## config.mk

```make
export PLATFORM = sky130hd
export DESIGN_NAME = fine_dac_override_regs
export DESIGN_NICKNAME = d
export VERILOG_FILES = /design/src/pkg/fine_dac_pkg.sv /design/src/rtl/fine_dac_reg_cell.sv /design/src/rtl/fine_code_select.sv /design/src/rtl/fine_dac_override_regs.sv
export SDC_FILE = /design/constraint.sdc
export NUM_CORES = 1
export LEC_CHECK = 0
export BUFFER_PORTS_ARGS = -buffer_cell sky130_fd_sc_hd__buf_2
export CAP_MARGIN = 20
export CORE_MARGIN = 2
export CORE_UTILIZATION = 52
export DETAILED_ROUTE_END_ITERATION = 8
export HOLD_SLACK_MARGIN = 0.1
export PLACE_DENSITY = 0.82
export SLEW_MARGIN = 10
export SYNTH_ARGS = -nofsm -noshare
export SYNTH_HDL_FRONTEND = slang
export SYNTH_SLANG_ARGS = --single-unit
```

## constraint.sdc

```tcl
create_clock -name clk_in -period 2.87 [get_ports clk_in]
set_input_delay 0.1435 -clock clk_in [delete_from_list [all_inputs] [get_ports clk_in]]
set_output_delay 0.1435 -clock clk_in [all_outputs]
set_load 0.05 [all_outputs]
```

## src/pkg/fine_dac_pkg.sv

```systemverilog
// Constants shared by the fine DAC override register bank
package fine_dac_pkg;

  // Register layout
  localparam int unsigned REG_W      = 8;
  localparam int unsigned OVR_BIT    = 7;
  localparam int unsigned UNUSED_BIT = 6;
  localparam int unsigned CODE_LSB   = 0;
  localparam int unsigned CODE_W     = 6;
  localparam int unsigned EXP_W      = 3;
  localparam int unsigned NUM_REGS   = 6;
  localparam int unsigned IDX_W      = 8;
  localparam int unsigned ADDR_W     = 32;

  localparam logic [REG_W-1:0] REG_RESET = 8'h00;
  localparam logic [REG_W-1:0] WR_MASK   = 8'hBF;

  // Register indices; the byte address is four times the index
  localparam logic [IDX_W-1:0] IDX_CH1_EXP6    = 8'h31;
  localparam logic [IDX_W-1:0] IDX_CH2_EXP1    = 8'h32;
  localparam logic [IDX_W-1:0] IDX_CH2_EXP2    = 8'h33;
  localparam logic [IDX_W-1:0] IDX_CH2_EXP3    = 8'h34;
  localparam logic [IDX_W-1:0] IDX_CH2_EXP4    = 8'h35;
  localparam logic [IDX_W-1:0] IDX_CH2_EXP5    = 8'h36;
  localparam logic [IDX_W-1:0] IDX_CH1_APPLIED = 8'h38;
  localparam logic [IDX_W-1:0] IDX_CH2_APPLIED = 8'h39;

  // Slot order of the register cells
  localparam logic [IDX_W-1:0] REG_IDX [NUM_REGS] = '{
    IDX_CH1_EXP6, IDX_CH2_EXP1, IDX_CH2_EXP2,
    IDX_CH2_EXP3, IDX_CH2_EXP4, IDX_CH2_EXP5
  };
  localparam int unsigned SLOT_CH1      = 0;
  localparam int unsigned SLOT_CH2_BASE = 1;
  localparam int unsigned CH2_NUM_EXP   = 5;

  // Exposures served by each channel
  localparam logic [EXP_W-1:0] CH1_FIRST_EXP = 3'h6;
  localparam logic [EXP_W-1:0] CH2_FIRST_EXP = 3'h1;

  // Applied-status register fields
  localparam int unsigned STAT_ACTIVE_BIT = 7;

  // AHB-Lite encodings
  localparam logic [1:0] HTRANS_IDLE   = 2'h0;
  localparam logic [1:0] HTRANS_BUSY   = 2'h1;
  localparam logic [1:0] HTRANS_NONSEQ = 2'h2;
  localparam logic [1:0] HTRANS_SEQ    = 2'h3;
  localparam logic [2:0] HSIZE_WORD    = 3'h2;
  localparam logic       HRESP_OKAY    = 1'b0;

  // Data-phase state of the bus slave
  typedef enum logic [2:0] {
    PH_IDLE  = 3'b001,
    PH_WRITE = 3'b010,
    PH_READ  = 3'b100
  } bus_phase_t;

endpackage : fine_dac_pkg

```

## src/rtl/fine_dac_reg_cell.sv

```systemverilog
// One override register: enable bit plus six-bit code
module fine_dac_reg_cell
  import fine_dac_pkg::*;
(
  // Clock and reset
  input  wire logic             clk_in,
  input  wire logic             arst_n_in,
  // Write port
  input  wire logic             wr_en_in,
  input  wire logic [REG_W-1:0] wdata_in,
  // Stored value
  output logic      [REG_W-1:0] q_out
);
  logic [REG_W-1:0] value_r;

  // Unused bit never stores, so it always reads zero
  always_ff @(posedge clk_in or negedge arst_n_in) begin
    if (!arst_n_in) begin
      value_r <= REG_RESET;
    end else if (wr_en_in) begin
      value_r <= wdata_in & WR_MASK;
    end
  end

  assign q_out = value_r;

endmodule : fine_dac_reg_cell

```

## src/rtl/fine_code_select.sv

```systemverilog
// Per-channel choice between the on-chip and the software fine code
module fine_code_select
  import fine_dac_pkg::*;
#(
  parameter int unsigned      NUM_EXP   = 1,
  parameter logic [EXP_W-1:0] FIRST_EXP = 3'h1
) (
  // Clock and reset
  input  wire logic                      clk_in,
  input  wire logic                      arst_n_in,
  // Conversion control from the ADC sequencer
  input  wire logic                      conv_start_in,
  input  wire logic [EXP_W-1:0]          exposure_in,
  input  wire logic [CODE_W-1:0]         auto_code_in,
  // Software settings, one slot per served exposure
  input  wire logic [NUM_EXP-1:0]        ovr_vec_in,
  input  wire logic [NUM_EXP*CODE_W-1:0] code_vec_in,
  // Code used by the conversion
  output logic      [CODE_W-1:0]         dac_code_out,
  output logic                           sw_active_out
);
  logic [CODE_W-1:0] code_nxt;
  logic              active_nxt;
  logic [CODE_W-1:0] code_r;
  logic              active_r;

  always_comb begin
    code_nxt   = auto_code_in;
    active_nxt = 1'b0;
    for (int i = 0; i < NUM_EXP; i++) begin
      if (exposure_in == FIRST_EXP + EXP_W'(i) && ovr_vec_in[i]) begin
        code_nxt   = code_vec_in[i*CODE_W +: CODE_W];
        active_nxt = 1'b1;
      end
    end
  end

  // Captured at conversion start so a register write during a
  // conversion cannot disturb the subranging mid-way
  always_ff @(posedge clk_in or negedge arst_n_in) begin
    if (!arst_n_in) begin
      code_r   <= '0;
      active_r <= 1'b0;
    end else if (conv_start_in) begin
      code_r   <= code_nxt;
      active_r <= active_nxt;
    end
  end

  assign dac_code_out  = code_r;
  assign sw_active_out = active_r;

endmodule : fine_code_select

```

## src/rtl/fine_dac_override_regs.sv

```systemverilog
// Fine DAC override register bank with AHB-Lite access
// Functional notes
// - Register 0x31 holds override in bit 7, unused bit 6 and a code in 5:0 for channel 1 exposure 6.
// - With the channel 1 exposure 6 override set, its code drives the fine DAC in that exposure.
// - With that override clear, the on-chip code is used and the stored code has no effect.
// - Register 0x32 holds override and code for channel 2 exposure 1.
// - Register 0x33 holds override and code for channel 2 exposure 2.
// - Register 0x34 holds override and code for channel 2 exposure 3.
// - Register 0x35 holds override and code for channel 2 exposure 4.
// - Register 0x36 holds override and code for channel 2 exposure 5.
// - A set channel 2 override makes its code drive that exposure's fine DAC.
// - A clear channel 2 override leaves the choice to on-chip logic.
module fine_dac_override_regs
  import fine_dac_pkg::*;
(
  // Clock and reset
  input  wire logic                      clk_in,
  input  wire logic                      arst_n_in,
  // AHB-Lite slave
  input  wire logic                      hsel_in,
  input  wire logic [ADDR_W-1:0]         haddr_in,
  input  wire logic [1:0]                htrans_in,
  input  wire logic                      hwrite_in,
  input  wire logic [2:0]                hsize_in,
  input  wire logic [31:0]               hwdata_in,
  input  wire logic                      hready_in,
  output logic      [31:0]               hrdata_out,
  output logic                           hreadyout_out,
  output logic                           hresp_out,
  // First readout channel conversion
  input  wire logic                      ch1_conv_start_in,
  input  wire logic [EXP_W-1:0]          ch1_exposure_in,
  input  wire logic [CODE_W-1:0]         ch1_auto_code_in,
  output logic      [CODE_W-1:0]         ch1_dac_code_out,
  output logic                           ch1_sw_active_out,
  // Second readout channel conversion
  input  wire logic                      ch2_conv_start_in,
  input  wire logic [EXP_W-1:0]          ch2_exposure_in,
  input  wire logic [CODE_W-1:0]         ch2_auto_code_in,
  output logic      [CODE_W-1:0]         ch2_dac_code_out,
  output logic                           ch2_sw_active_out
);
  import fine_dac_pkg::*;

  // Address-phase decode
  logic                   addr_valid;
  logic                   lane_ok;
  logic                   in_range;
  logic                   take_xfer;
  logic [IDX_W-1:0]       addr_idx;

  // Data-phase state
  bus_phase_t             phase_r;
  bus_phase_t             phase_nxt;
  logic [IDX_W-1:0]       wr_idx_r;
  logic                   wr_lane_ok_r;

  // Register cells and their write strobes
  logic [NUM_REGS-1:0]    cell_wr;
  logic [REG_W-1:0]       cell_q [NUM_REGS];
  logic [REG_W-1:0]       wr_byte;

  // Read path
  logic [REG_W-1:0]       rd_byte;
  logic [REG_W-1:0]       rd_byte_fwd;
  logic [31:0]            hrdata_r;

  // Channel feeds
  logic [CH2_NUM_EXP-1:0]        ch2_ovr_vec;
  logic [CH2_NUM_EXP*CODE_W-1:0] ch2_code_vec;
  logic [REG_W-1:0]              ch1_status;
  logic [REG_W-1:0]              ch2_status;

  // Fields of the override registers, named by what they steer
  logic                          ch1_exp6_override;
  logic [CODE_W-1:0]             ch1_exp6_code;
  logic                          ch2_exp1_override;
  logic [CODE_W-1:0]             ch2_exp1_code;
  logic                          ch2_exp2_override;
  logic [CODE_W-1:0]             ch2_exp2_code;
  logic                          ch2_exp3_override;
  logic [CODE_W-1:0]             ch2_exp3_code;
  logic                          ch2_exp4_override;
  logic [CODE_W-1:0]             ch2_exp4_code;
  logic                          ch2_exp5_override;
  logic [CODE_W-1:0]             ch2_exp5_code;

  // Address phase
  assign addr_valid = hsel_in && hready_in &&
                      (htrans_in == HTRANS_NONSEQ ||
                       htrans_in == HTRANS_SEQ);

  assign in_range = (haddr_in[ADDR_W-1:IDX_W+2] == '0);
  assign addr_idx = haddr_in[IDX_W+1:2];

  // Each register is the low byte of its word, so only accesses
  // that touch byte lane 0 carry data for it
  assign lane_ok  = in_range && (haddr_in[1:0] == 2'h0) &&
                    (hsize_in <= HSIZE_WORD);

  assign take_xfer = addr_valid;

  always_comb begin
    phase_nxt = PH_IDLE;
    case (phase_r)
      PH_IDLE: begin
        if (take_xfer && hwrite_in) begin
          phase_nxt = PH_WRITE;
        end else if (take_xfer) begin
          phase_nxt = PH_READ;
        end else begin
          phase_nxt = PH_IDLE;
        end
      end
      // The next address phase overlaps this data phase, so a new
      // transfer may start here with no idle cycle between
      PH_WRITE: begin
        if (take_xfer && hwrite_in) begin
          phase_nxt = PH_WRITE;
        end else if (take_xfer) begin
          phase_nxt = PH_READ;
        end else begin
          phase_nxt = PH_IDLE;
        end
      end
      PH_READ: begin
        if (take_xfer && hwrite_in) begin
          phase_nxt = PH_WRITE;
        end else if (take_xfer) begin
          phase_nxt = PH_READ;
        end else begin
          phase_nxt = PH_IDLE;
        end
      end
      default: begin
        phase_nxt = PH_IDLE;
      end
    endcase
  end

  always_ff @(posedge clk_in or negedge arst_n_in) begin
    if (!arst_n_in) begin
      phase_r <= PH_IDLE;
    end else begin
      phase_r <= phase_nxt;
    end
  end

  always_ff @(posedge clk_in or negedge arst_n_in) begin
    if (!arst_n_in) begin
      wr_idx_r     <= '0;
      wr_lane_ok_r <= 1'b0;
    end else if (take_xfer && hwrite_in) begin
      wr_idx_r     <= addr_idx;
      wr_lane_ok_r <= lane_ok;
    end
  end

  // Write data phase into the register cells
  assign wr_byte = hwdata_in[REG_W-1:0];

  generate
    for (genvar g = 0; g < NUM_REGS; g++) begin : g_cell
      assign cell_wr[g] = (phase_r == PH_WRITE) && wr_lane_ok_r &&
                          (wr_idx_r == REG_IDX[g]);

      fine_dac_reg_cell u_cell (
        .clk_in    (clk_in),
        .arst_n_in (arst_n_in),
        .wr_en_in  (cell_wr[g]),
        .wdata_in  (wr_byte),
        .q_out     (cell_q[g])
      );
    end
  endgenerate

  // Field split of each cell
  assign ch1_exp6_override = cell_q[SLOT_CH1][OVR_BIT];
  assign ch1_exp6_code     = cell_q[SLOT_CH1][CODE_LSB +: CODE_W];
  assign ch2_exp1_override = cell_q[SLOT_CH2_BASE][OVR_BIT];
  assign ch2_exp1_code     = cell_q[SLOT_CH2_BASE][CODE_LSB +: CODE_W];
  assign ch2_exp2_override = cell_q[SLOT_CH2_BASE+1][OVR_BIT];
  assign ch2_exp2_code     = cell_q[SLOT_CH2_BASE+1][CODE_LSB +: CODE_W];
  assign ch2_exp3_override = cell_q[SLOT_CH2_BASE+2][OVR_BIT];
  assign ch2_exp3_code     = cell_q[SLOT_CH2_BASE+2][CODE_LSB +: CODE_W];
  assign ch2_exp4_override = cell_q[SLOT_CH2_BASE+3][OVR_BIT];
  assign ch2_exp4_code     = cell_q[SLOT_CH2_BASE+3][CODE_LSB +: CODE_W];
  assign ch2_exp5_override = cell_q[SLOT_CH2_BASE+4][OVR_BIT];
  assign ch2_exp5_code     = cell_q[SLOT_CH2_BASE+4][CODE_LSB +: CODE_W];

  // Read path: data are sampled at the address-phase edge
  // The unused bit is rebuilt as zero so it can never leak out
  always_comb begin
    if (!lane_ok) begin
      rd_byte = '0;
    end else if (addr_idx == IDX_CH1_EXP6) begin
      rd_byte = {ch1_exp6_override, 1'b0, ch1_exp6_code};
    end else if (addr_idx == IDX_CH2_EXP1) begin
      rd_byte = {ch2_exp1_override, 1'b0, ch2_exp1_code};
    end else if (addr_idx == IDX_CH2_EXP2) begin
      rd_byte = {ch2_exp2_override, 1'b0, ch2_exp2_code};
    end else if (addr_idx == IDX_CH2_EXP3) begin
      rd_byte = {ch2_exp3_override, 1'b0, ch2_exp3_code};
    end else if (addr_idx == IDX_CH2_EXP4) begin
      rd_byte = {ch2_exp4_override, 1'b0, ch2_exp4_code};
    end else if (addr_idx == IDX_CH2_EXP5) begin
      rd_byte = {ch2_exp5_override, 1'b0, ch2_exp5_code};
    end else if (addr_idx == IDX_CH1_APPLIED) begin
      rd_byte = ch1_status;
    end else if (addr_idx == IDX_CH2_APPLIED) begin
      rd_byte = ch2_status;
    end else begin
      rd_byte = '0;
    end
  end

  // A read right behind a write to the same register would
  // otherwise see the old value, since the cell updates one edge late
  always_comb begin
    rd_byte_fwd = rd_byte;
    if (phase_r == PH_WRITE && wr_lane_ok_r && lane_ok &&
        wr_idx_r == addr_idx) begin
      for (int i = 0; i < NUM_REGS; i++) begin
        if (addr_idx == REG_IDX[i]) begin
          rd_byte_fwd = wr_byte & WR_MASK;
        end
      end
    end
  end

  always_ff @(posedge clk_in or negedge arst_n_in) begin
    if (!arst_n_in) begin
      hrdata_r <= '0;
    end else if (take_xfer && !hwrite_in) begin
      hrdata_r <= {24'h000000, rd_byte_fwd};
    end else if (take_xfer) begin
      hrdata_r <= '0;
    end
  end

  assign hrdata_out    = hrdata_r;
  assign hreadyout_out = 1'b1;
  assign hresp_out     = HRESP_OKAY;

  // Code selection per readout channel
  generate
    for (genvar e = 0; e < CH2_NUM_EXP; e++) begin : g_ch2
      assign ch2_ovr_vec[e] = cell_q[SLOT_CH2_BASE+e][OVR_BIT];
      assign ch2_code_vec[e*CODE_W +: CODE_W] =
        cell_q[SLOT_CH2_BASE+e][CODE_LSB +: CODE_W];
    end
  endgenerate

  fine_code_select #(
    .NUM_EXP   (1),
    .FIRST_EXP (CH1_FIRST_EXP)
  ) u_ch1_select (
    .clk_in        (clk_in),
    .arst_n_in     (arst_n_in),
    .conv_start_in (ch1_conv_start_in),
    .exposure_in   (ch1_exposure_in),
    .auto_code_in  (ch1_auto_code_in),
    .ovr_vec_in    (ch1_exp6_override),
    .code_vec_in   (ch1_exp6_code),
    .dac_code_out  (ch1_dac_code_out),
    .sw_active_out (ch1_sw_active_out)
  );

  fine_code_select #(
    .NUM_EXP   (CH2_NUM_EXP),
    .FIRST_EXP (CH2_FIRST_EXP)
  ) u_ch2_select (
    .clk_in        (clk_in),
    .arst_n_in     (arst_n_in),
    .conv_start_in (ch2_conv_start_in),
    .exposure_in   (ch2_exposure_in),
    .auto_code_in  (ch2_auto_code_in),
    .ovr_vec_in    (ch2_ovr_vec),
    .code_vec_in   (ch2_code_vec),
    .dac_code_out  (ch2_dac_code_out),
    .sw_active_out (ch2_sw_active_out)
  );

  // Software can see which code the last conversion really used
  assign ch1_status = {ch1_sw_active_out, 1'b0, ch1_dac_code_out};
  assign ch2_status = {ch2_sw_active_out, 1'b0, ch2_dac_code_out};

endmodule : fine_dac_override_regs

```

==> results of run 1 <==
power groups by stage:
stage	Clock, W	Combinational [W]	Sequential [W]
2_1_floorplan	0	0.000319	0.00124
3_3_place_gp	0	0.000473	0.00120
3_5_place_dp	0	0.000488	0.00121
4_1_cts	0.000906	0.000506	0.00119
5_1_grt	0.000950	0.000546	0.00120
6_report	0.000907	0.000513	0.00119
cells in the mapped netlist, drive strengths merged (4+ instances only):
cell and number:
mux2 52, nand2b 8, clkbuf 18, o22ai 4
nand3b 9, nor2 34, nor2b 10, o31ai 6
a31oi 7, a211oi 11, and2 8, nor3 12
or3 4, o21ai 16, dfrtp 74, nor4 9
inv 6, xor2 9, a21oi 31, mux2i 23
buf 32, nand2 21, and3 4
layout make-up:
cell class / instances / area (um2)
clock inverter: 7 / 91.3
fill: 674 / 3050
clock buffer: 9 / 124
tap: 105 / 131
timing repair buffer: 105 / 616
multi-input combinational: 341 / 2380
inverter: 6 / 22.5
sequential: 75 / 1880
routing by layer:
layer / part of all wire (%) / wire length, um
met1: 39 / 4900
met2: 51 / 6370
met3: 7.2 / 897
met4: 2.5 / 313
met5: 0 / 0
metrics by stage:
| step | setup WS (ns) | cell area [um2] | utilization [%] | std cells | hold WS (ns) |
|---|---|---|---|---|---|
| after floorplan | 0.683 | 4570 | - | 472 | -0.152 |
| after global placement | 0.434 | 4890 | 58.9 | 618 | 0.230 |
| final | 0.389 | 5250 | 63.2 | 648 | 0.105 |
| after detailed placement | 0.417 | 4890 | 58.9 | 618 | 0.244 |
| after global routing | 0.312 | 5250 | 63.2 | 648 | 0.125 |
| after CTS | 0.385 | 5250 | 63.2 | 648 | 0.104 |
state kept, by name, indices dropped and copies added, names as in the netlist:
register,cells
wr_lane_ok_r,1
wr_idx_r,8
u_ch2_select.sw_active_out,1
phase_r,3
u_ch1_select.dac_code_out,6
g_cell.u_cell.q_out,42
u_ch1_select.sw_active_out,1
u_ch2_select.dac_code_out,6
hrdata_out,7
worst max path at each step:
stage | slack, ns | to | cells past startpoint | start
3_3_place_gp | 0.43 | g_cell[4].u_cell.q_out[1] | 4 | wr_idx_r[3]
4_1_cts | 0.38 | g_cell[4].u_cell.q_out[1] | 4 | wr_idx_r[3]
2_1_floorplan | 0.68 | g_cell[4].u_cell.q_out[0] | 5 | wr_idx_r[3]
5_1_grt | 0.31 | g_cell[4].u_cell.q_out[4] | 4 | wr_idx_r[3]
3_5_place_dp | 0.42 | g_cell[4].u_cell.q_out[1] | 4 | wr_idx_r[3]
6_report | 0.39 | g_cell[4].u_cell.q_out[1] | 4 | wr_idx_r[3]
cell families after synthesis:
| family | Yosys count | synth area share, % |
|---|---|---|
| AOI/OAI and AO/OA | 93 | 13.1 |
| xor gates and xnor gates | 9 | 1.76 |
| buffers and inverters | 56 | 7.02 |
| DFF | 75 | 42.0 |
| muxes | 75 | 18.2 |
| other | 2 | 0.168 |
| and+or+nand+nor | 137 | 17.7 |
worst max-delay path, stage by stage, from the launching register on:
cell,delay [ns]
dfrtp_1,0.42
or4_1,0.55
or3_1,0.46
nor3b_4,0.53
mux2_2,0.39
==> impl_metrics.csv, run 1 <==
group,metric,value,unit
yosys,ys_types,55,
power,seqPwrFrac,45.6,%
layout,diodes,0,
grt,grt-busiest-layer,"met2",
sta,grt_setup_unrepaired,"false",
routing,drc,0,
floorplan,start_util,53.9,%
hold_path,hold_path_depth,3,
yosys,synth_area,4480,um2
layout,layout-drive-gt1-share,30.6,%
critical_path,crit_type,"reg2reg",
floorplan,core,8300,um2
cts,cts.path.max_buffers,2,
yosys,ys_ff_latch,75,
sta,finalSetupTns,0,ns
critical_path,r2r_slack,0.39,ns
cts,htree_num_levels,3,
sta,min_period,2.48,ns
grt,antenna_found_initial,0,
routing,routed_wl,12500,um
floorplan,dieArea,9360,um2
routing,vias,3964,
critical_path,cp_max_fo,7,
power,p_clk_share,34.7,%
routing,dr.first_iter.drc_count,380,
routing,ant_nets,0,
sta,relSlewSlack,50.7,%
place,place_hpwl,8640,um
sta,finalSetupViolCount,0,
place,io_buffers,88,
hold_path,worstHoldStart,"ch1_auto_code_in[5]",
yosys,synth_area_leaders,"dfrtp_1 41%, mux2_2 13%, mux2i_1 5.1%",
routing,avgViaCountPerCell,6.12,
yosys,synth_top_area_share,41.4,%
place,routabilityCongestion,0.892,
grt,grt_pass1_vias,3874,
routing,routedWlPerCell,19.3,um
yosys,async_flop_share,100,%
critical_path,ff2ff_path_depth,4,
yosys,synth_top_area_cell,"dfrtp_1",
sta,final-hold-violation-count,0,
grt,grt_pass1_wl,19600,um
sta,clock_skew,0.0131,ns
power,p_per_area,498,nW/um2
layout,layout_common_cells,"88 x buf_2, 74 x dfrtp_1, 52 x mux2_2",
routing,dr.pass1.iters,5,
critical_path,end_kind,"register",
yosys,synthFlopType,"dfrtp_1",
layout,syn_to_final_growth,17.2,%
power,peakVddDrop,356,uV
cts,cts.clk_slew.worst_paths,0.08,ns
critical_path,required,3.10,ns
sta,finalMaxSlewViolations,0,
floorplan,std_cell_rows,33,
yosys,synth_edf_count,0,
sta,fmax,403,MHz
grt,overflow,0,
sta,worst_slew_pin_slew,0.740,ns
grt,grt_max_degree,45,
grt,met2_usage,43.9,%
grt,use_met3,5.06,%
run_status,status,"finished, final reports clean",
hold_path,holdPathEnd,"u_ch1_select.dac_code_out[5]",
yosys,ys_seq_area_share,42.0,%
cts,cts_hold_buf,14,
yosys,synth_cells,447,
floorplan,die_w,96.8,um
floorplan,die_h,96.8,um
floorplan,pin_count,142,
job,maxCapViolCount,0,
critical_path,r2r-start,"wr_idx_r[3]",
sta,fin_crit_sh,86.4,%
cts,cts_buffers,9,
power,finalPower,0.00261,W
cts,clockRootBuffer,"clkbuf_8",
grt,track_usage,26.3,%
yosys,yosysWarnings,0,
cts,cts_tree,"built",
cts,post_cts_buffers,0,
grt,grtUsageMet1,34.2,%
cts,ctsResizeCount,0,
power,p_sw_share,31.9,%
critical_path,crit_path_start_kind,"register",
power,combinationalPowerShare,19.6,%
layout,final_common_cell,"buf_2",
yosys,syn_area_per_cell,10.0,um2
power,internal-power,0.00178,W
cts,clk_latency,0.36,ns
power,p_switching,0.000832,W
layout,num-nets-final,632,
critical_path,r2r_end,"g_cell[4].u_cell.q_out[1]",
power,p_leak,2.49,nW
hold_path,hp-class,"in2reg",
cts,clock-sinks,75,
critical_path,cp.arrival,2.72,ns
Power figures use the tool's default switching activity.
==> inputs of run 2 (changes only) <==
--- a/config.mk
+++ b/config.mk
@@ -13,4 +13,5 @@
 export HOLD_SLACK_MARGIN = 0.1
 export PLACE_DENSITY = 0.82
+export SKIP_LAST_GASP = 1
 export SLEW_MARGIN = 10
 export SYNTH_ARGS = -nofsm -noshare
==> constraint.sdc (replaced) <==
create_clock -name clk_in -period 2.87 [get_ports clk_in]
set_input_delay 0.574 -clock clk_in [delete_from_list [all_inputs] [get_ports clk_in]]
set_output_delay 0.574 -clock clk_in [all_outputs]
set_load 0.05 [all_outputs]
==> impl_metrics.csv, run 2 (synthesis gave the netlist of run 1 again) <==
group,metric,value,unit
routing,ant_nets,0,
routing,routed_wl,11800,um
power,peakVddDrop,390,uV
routing,dr.pass1.iters,5,
hold_path,hp-class,"in2async",
floorplan,die_w,96.8,um
job,maxCapViolCount,0,
cts,clockRootBuffer,"clkbuf_8",
layout,fin_area,5120,um2
critical_path,crit_path_start_kind,"register",
routing,vias,3833,
layout,largest_reg_flops,42,
critical_path,cp.arrival,2.74,ns
sta,finalSetupViolCount,0,
routing,dr.first_iter.drc_count,227,
cts,clock-sinks,75,
critical_path,crit_chain,"or4_1 -> or3_1 -> nor3b_4 -> mux2_2",
sta,fmax,401,MHz
layout,diodes,0,
layout,final_common_cell,"buf_2",
sta,hold_ws,0.137,ns
cts,htree_num_levels,3,
sta,grt_setup_unrepaired,"false",
cts,cts.clk_slew.worst_paths,0.08,ns
cts,ctsResizeCount,0,
routing,routedWlPerCell,18.5,um
power,p_leak,2.44,nW
layout,fill_cells,681,
floorplan,die_h,96.8,um
critical_path,end_kind,"register",
place,io_buffers,88,
place,place_hpwl,8580,um
routing,avgViaCountPerCell,6.01,
sta,clock_skew,0.00544,ns
routing,drc,0,
sta,relSlewSlack,56.6,%
floorplan,std_cell_rows,33,
layout,layout_common_cells,"88 x buf_2, 74 x dfrtp_1, 52 x mux2_2",
cts,post_cts_buffers,0,
sta,finalSetupTns,0,ns
cts,cts_hold_buf,0,
grt,antenna_found_initial,0,
cts,cts.path.max_buffers,2,
floorplan,core,8300,um2
critical_path,slowest_stage,"or4_1",
power,p_per_area,504,nW/um2
sta,min_period,2.49,ns
critical_path,cp_max_fo,7,
power,finalPower,0.00259,W
layout,num-nets-final,622,
grt,grt_max_degree,35,
floorplan,start_util,53.9,%
cts,cts_buffers,9,
layout,syn_to_final_growth,14.5,%
layout,final_core_util,61.8,%
sta,finalMaxSlewViolations,0,
floorplan,dieArea,9360,um2
grt,grt_pass1_wl,19400,um
layout,layout-drive-gt1-share,31.7,%
run_status,status,"finished, final reports clean",
critical_path,crit_path_max_incr_delay,0.56,ns
sta,fin_crit_sh,86.9,%
place,routabilityCongestion,0.879,
critical_path,ff2ff_path_depth,4,
sta,worst_slew_pin_slew,0.651,ns
cts,cts_tree,"built",
sta,final-hold-violation-count,0,
critical_path,crit_type,"reg2reg",
grt,grt_pass1_vias,3874,
floorplan,pin_count,142,
cts,clk_latency,0.36,ns
critical_path,required,3.12,ns
place,placed_area,4910,um2
grt,overflow,0,
grt,track_usage,25.7,%
## run 2: worst paths after layout
| kind | start | endpoint | slack [ns] |
|---|---|---|---|
| setup / recovery | wr_idx_r[3] | g_cell[4].u_cell.q_out[4] | 0.38 |
| hold / removal | arst_n_in | u_ch1_select.dac_code_out[3] | 0.14 |
| setup reg to reg | wr_idx_r[3] | g_cell[4].u_cell.q_out[4] | 0.38 |
| hold reg to reg | wr_lane_ok_r | wr_lane_ok_r | 0.51 |
| max in group asynchronous | arst_n_in | phase_r[0] | 1.98 |
| min in group clk_in | hwrite_in | phase_r[2] | 0.41 |
## run 2: metrics by stage
stage / std cells / setup WS, ns
final: 638 / 0.375
after global routing: 638 / 0.324
after CTS: 638 / 0.377
after detailed placement: 622 / 0.389
after global placement: 622 / 0.434
after floorplan: 472 / 0.683
## run 2: final cells by class
| cell class | instances | area [um2] | area share (%) |
|---|---|---|---|
| multi-input cells | 341 | 2380 | 46.5 |
| flip-flops and latches | 75 | 1880 | 36.6 |
| repair buffers | 95 | 493 | 9.62 |
| well taps | 105 | 131 | 2.56 |
| clock buffers | 10 | 128 | 2.49 |
| clock inverters | 6 | 88.8 | 1.73 |
| inverters | 6 | 22.5 | 0.439 |
## run 2: critical path: cells and delay by family, from the launching register on
kind / cells / cell delay [ns]
DFF: 1 / 0.42
muxes: 1 / 0.40
and+or+nand+nor: 3 / 1.57
## run 2: per-layer routing
layer,track usage (%),part of all wire (%)
met2,42.9,51
met4,8.56,1.9
met3,3.90,6.1
met1,34.4,41
met5,0,0
## run 2: report_power, final
group	internal, W	total (W)	switching [W]
clock	0.000491	0.000905	0.000414
combinational	0.000164	0.000491	0.000327
sequential	0.00112	0.00119	0.0000731
total	0.00177	0.00259	0.000814
==> inputs of run 3 (changes only) <==
Settings changed: ABC_AREA set to 1.
==> impl_metrics.csv, run 3 <==
group,metric,value,unit
critical_path,r2r_slack,1.01,ns
routing,routed_wl,12300,um
grt,track_usage,26.7,%
yosys,synth_area,4470,um2
critical_path,crit_family,"simple AND/OR/NAND/NOR gates",
routing,routedWlPerCell,15.3,um
grt,grt_max_degree,29,
sta,worst_slew_pin_slew,0.709,ns
routing,dr.first_iter.drc_count,299,
power,p_per_area,470,nW/um2
yosys,synthFlopType,"dfrtp_1",
yosys,synth_area_leaders,"dfrtp_1 41%, nand2_1 14%, o21ai_0 9.6%",
routing,drc,0,
sta,fin_crit_sh,70.5,%
layout,syn_to_final_growth,13.0,%
yosys,ys_top_cells_by_count,"165 x nand2_1, 86 x o21ai_0, 74 x dfrtp_1",
layout,layout-drive-gt1-share,19.2,%
cts,cts.clk_slew.worst_paths,0.08,ns
critical_path,crit_type,"in2reg",
yosys,ys_ff_latch,75,
yosys,synth_cells,610,
cts,post_cts_buffers,0,
routing,ant_nets,0,
yosys,syn_area_per_cell,7.32,um2
cts,cts_buffers,9,
layout,num-nets-final,787,
layout,fill_cells,768,
critical_path,crit_path_max_incr_delay,0.37,ns
yosys,ys_seq_area_share,42.0,%
power,p_leak,2.81,nW
run_status,status,"finished, final reports clean",
floorplan,die_w,96.7,um
job,maxCapViolCount,0,
critical_path,cp_max_fo,13,
critical_path,crit_path_start_kind,"input pin",
cts,htree_num_levels,3,
critical_path,cp.arrival,2.24,ns
critical_path,crit_chain,"buf_2 -> inv_1 -> nor2_1 -> nand3_1 -> nand2_1 -> o21ai_0 -> o21bai_1 -> inv_1 -> o22ai_1 -> nand2_1 -> nand3_1 -> o21ai_0",
yosys,synth_top_area_cell,"dfrtp_1",
layout,final_core_util,61.1,%
sta,grt_setup_unrepaired,"false",
place,place_hpwl,9560,um
cts,cts_hold_buf,0,
sta,finalMaxSlewViolations,0,
yosys,async_flop_share,100,%
floorplan,core,8260,um2
critical_path,ff2ff_path_depth,9,
layout,diodes,0,
floorplan,dieArea,9350,um2
layout,final_common_cell,"nand2_1",
sta,finalSetupViolCount,0,
hold_path,hp-class,"in2async",
cts,clock-sinks,75,
grt,overflow,0,
sta,finalSetupTns,0,ns
yosys,yosysWarnings,0,
floorplan,std_cell_rows,33,
critical_path,slowest_stage,"nand3_1",
grt,grt_pass1_vias,4246,
cts,cts.path.max_buffers,2,
place,placed_area,4870,um2
cts,clockRootBuffer,"clkbuf_8",
critical_path,crit_cells,12,
critical_path,r2r-start,"g_cell[1].u_cell.q_out[7]",
place,routabilityCongestion,0.950,
sta,relSlewSlack,52.4,%
routing,vias,4356,
cts,ctsResizeCount,0,
yosys,synth_edf_count,0,
cts,cts_tree,"built",
critical_path,end_kind,"register",
critical_path,required,3.09,ns
sta,clock_skew,0.0107,ns
sta,fmax,494,MHz
floorplan,die_h,96.7,um
yosys,synth_top_area_share,41.5,%
layout,largest_reg_flops,42,
sta,final-hold-violation-count,0,
floorplan,start_util,54.1,%
yosys,ys_types,38,
critical_path,critPathBufInv,3,
routing,avgViaCountPerCell,5.42,
layout,layout_common_cells,"165 x nand2_1, 88 x buf_2, 86 x o21ai_0",
cts,clk_latency,0.36,ns
routing,dr.pass1.iters,5,
layout,fin_area,5050,um2
place,io_buffers,88,
grt,grt_pass1_wl,20400,um
sta,min_period,2.02,ns
yosys,yosysMostFrequentCell,"nand2_1",
power,peakVddDrop,270,uV
critical_path,r2r_end,"u_ch2_select.dac_code_out[4]",
floorplan,pin_count,142,
grt,antenna_found_initial,0,
run 3: changes by cell type after synthesis, sizes merged, moves of 10 or more:
| cell | delta |
|---|---|
| inv | +69 |
| a21oi | -22 |
| nor2 | +20 |
| nand3 | +29 |
| mux2i | -23 |
| nand2 | +145 |
| mux2 | -50 |
| a211oi | -11 |
| o21ai | +75 |
| nor2b | -10 |
| o22ai | +12 |
run 3: power breakdown:
group          internal [W]  total [W]  switching (W)
Sequential          0.00110    0.00115      0.0000501
Clock              0.000341   0.000748       0.000408
Combinational      0.000126   0.000473       0.000346
Total               0.00157    0.00237       0.000804
run 3: layout make-up:
type	instances	area [um2]	area share (%)
flip-flops and latches	75	1880	37.2
well taps	105	131	2.60
repair buffers	90	455	9.03
clock buffers	11	141	2.80
multi-input cells	442	2120	42.0
inverters	75	282	5.58
clock inverters	5	37.5	0.744
run 3: through the flow:
stage	worst slack [ns]	power, W	instances	hold slack [ns]
floorplan	1.12	0.00151	635	0.278
global placement	0.618	0.00162	787	0.460
detailed placement	0.568	0.00164	787	0.467
CTS	0.912	0.00238	803	0.226
global route	0.679	0.00248	803	0.275
finish	0.846	0.00237	803	0.218
run 3: logic make-up (layout without fill, tap and decap cells):
family,count (synthesis),after routing,synth area share [%]
compound gates,129,129,16.1
xor+xnor,8,8,1.57
buf+inv,118,181,12.6
flops,75,75,42.0
mux,2,2,0.504
other cells,2,27,0.168
simple gates,276,276,27.1
run 3: layer usage:
layer	share of wire (%)	wire length, um	GRT usage, %
met1	44	5360	35.4
met2	49	6030	45.1
met3	5.3	650	4.19
met4	2.1	255	8.67
met5	0	0	0
run 3: worst max-delay path by stage:
stage,end,from
2_1_floorplan,hrdata_out[1],haddr_in[8]
3_3_place_gp,u_ch2_select.dac_code_out[3],ch2_exposure_in[0]
3_5_place_dp,u_ch2_select.dac_code_out[4],ch2_exposure_in[0]
4_1_cts,u_ch2_select.dac_code_out[4],ch2_exposure_in[0]
5_1_grt,u_ch2_select.dac_code_out[4],ch2_exposure_in[0]
6_report,u_ch2_select.dac_code_out[4],ch2_exposure_in[0]
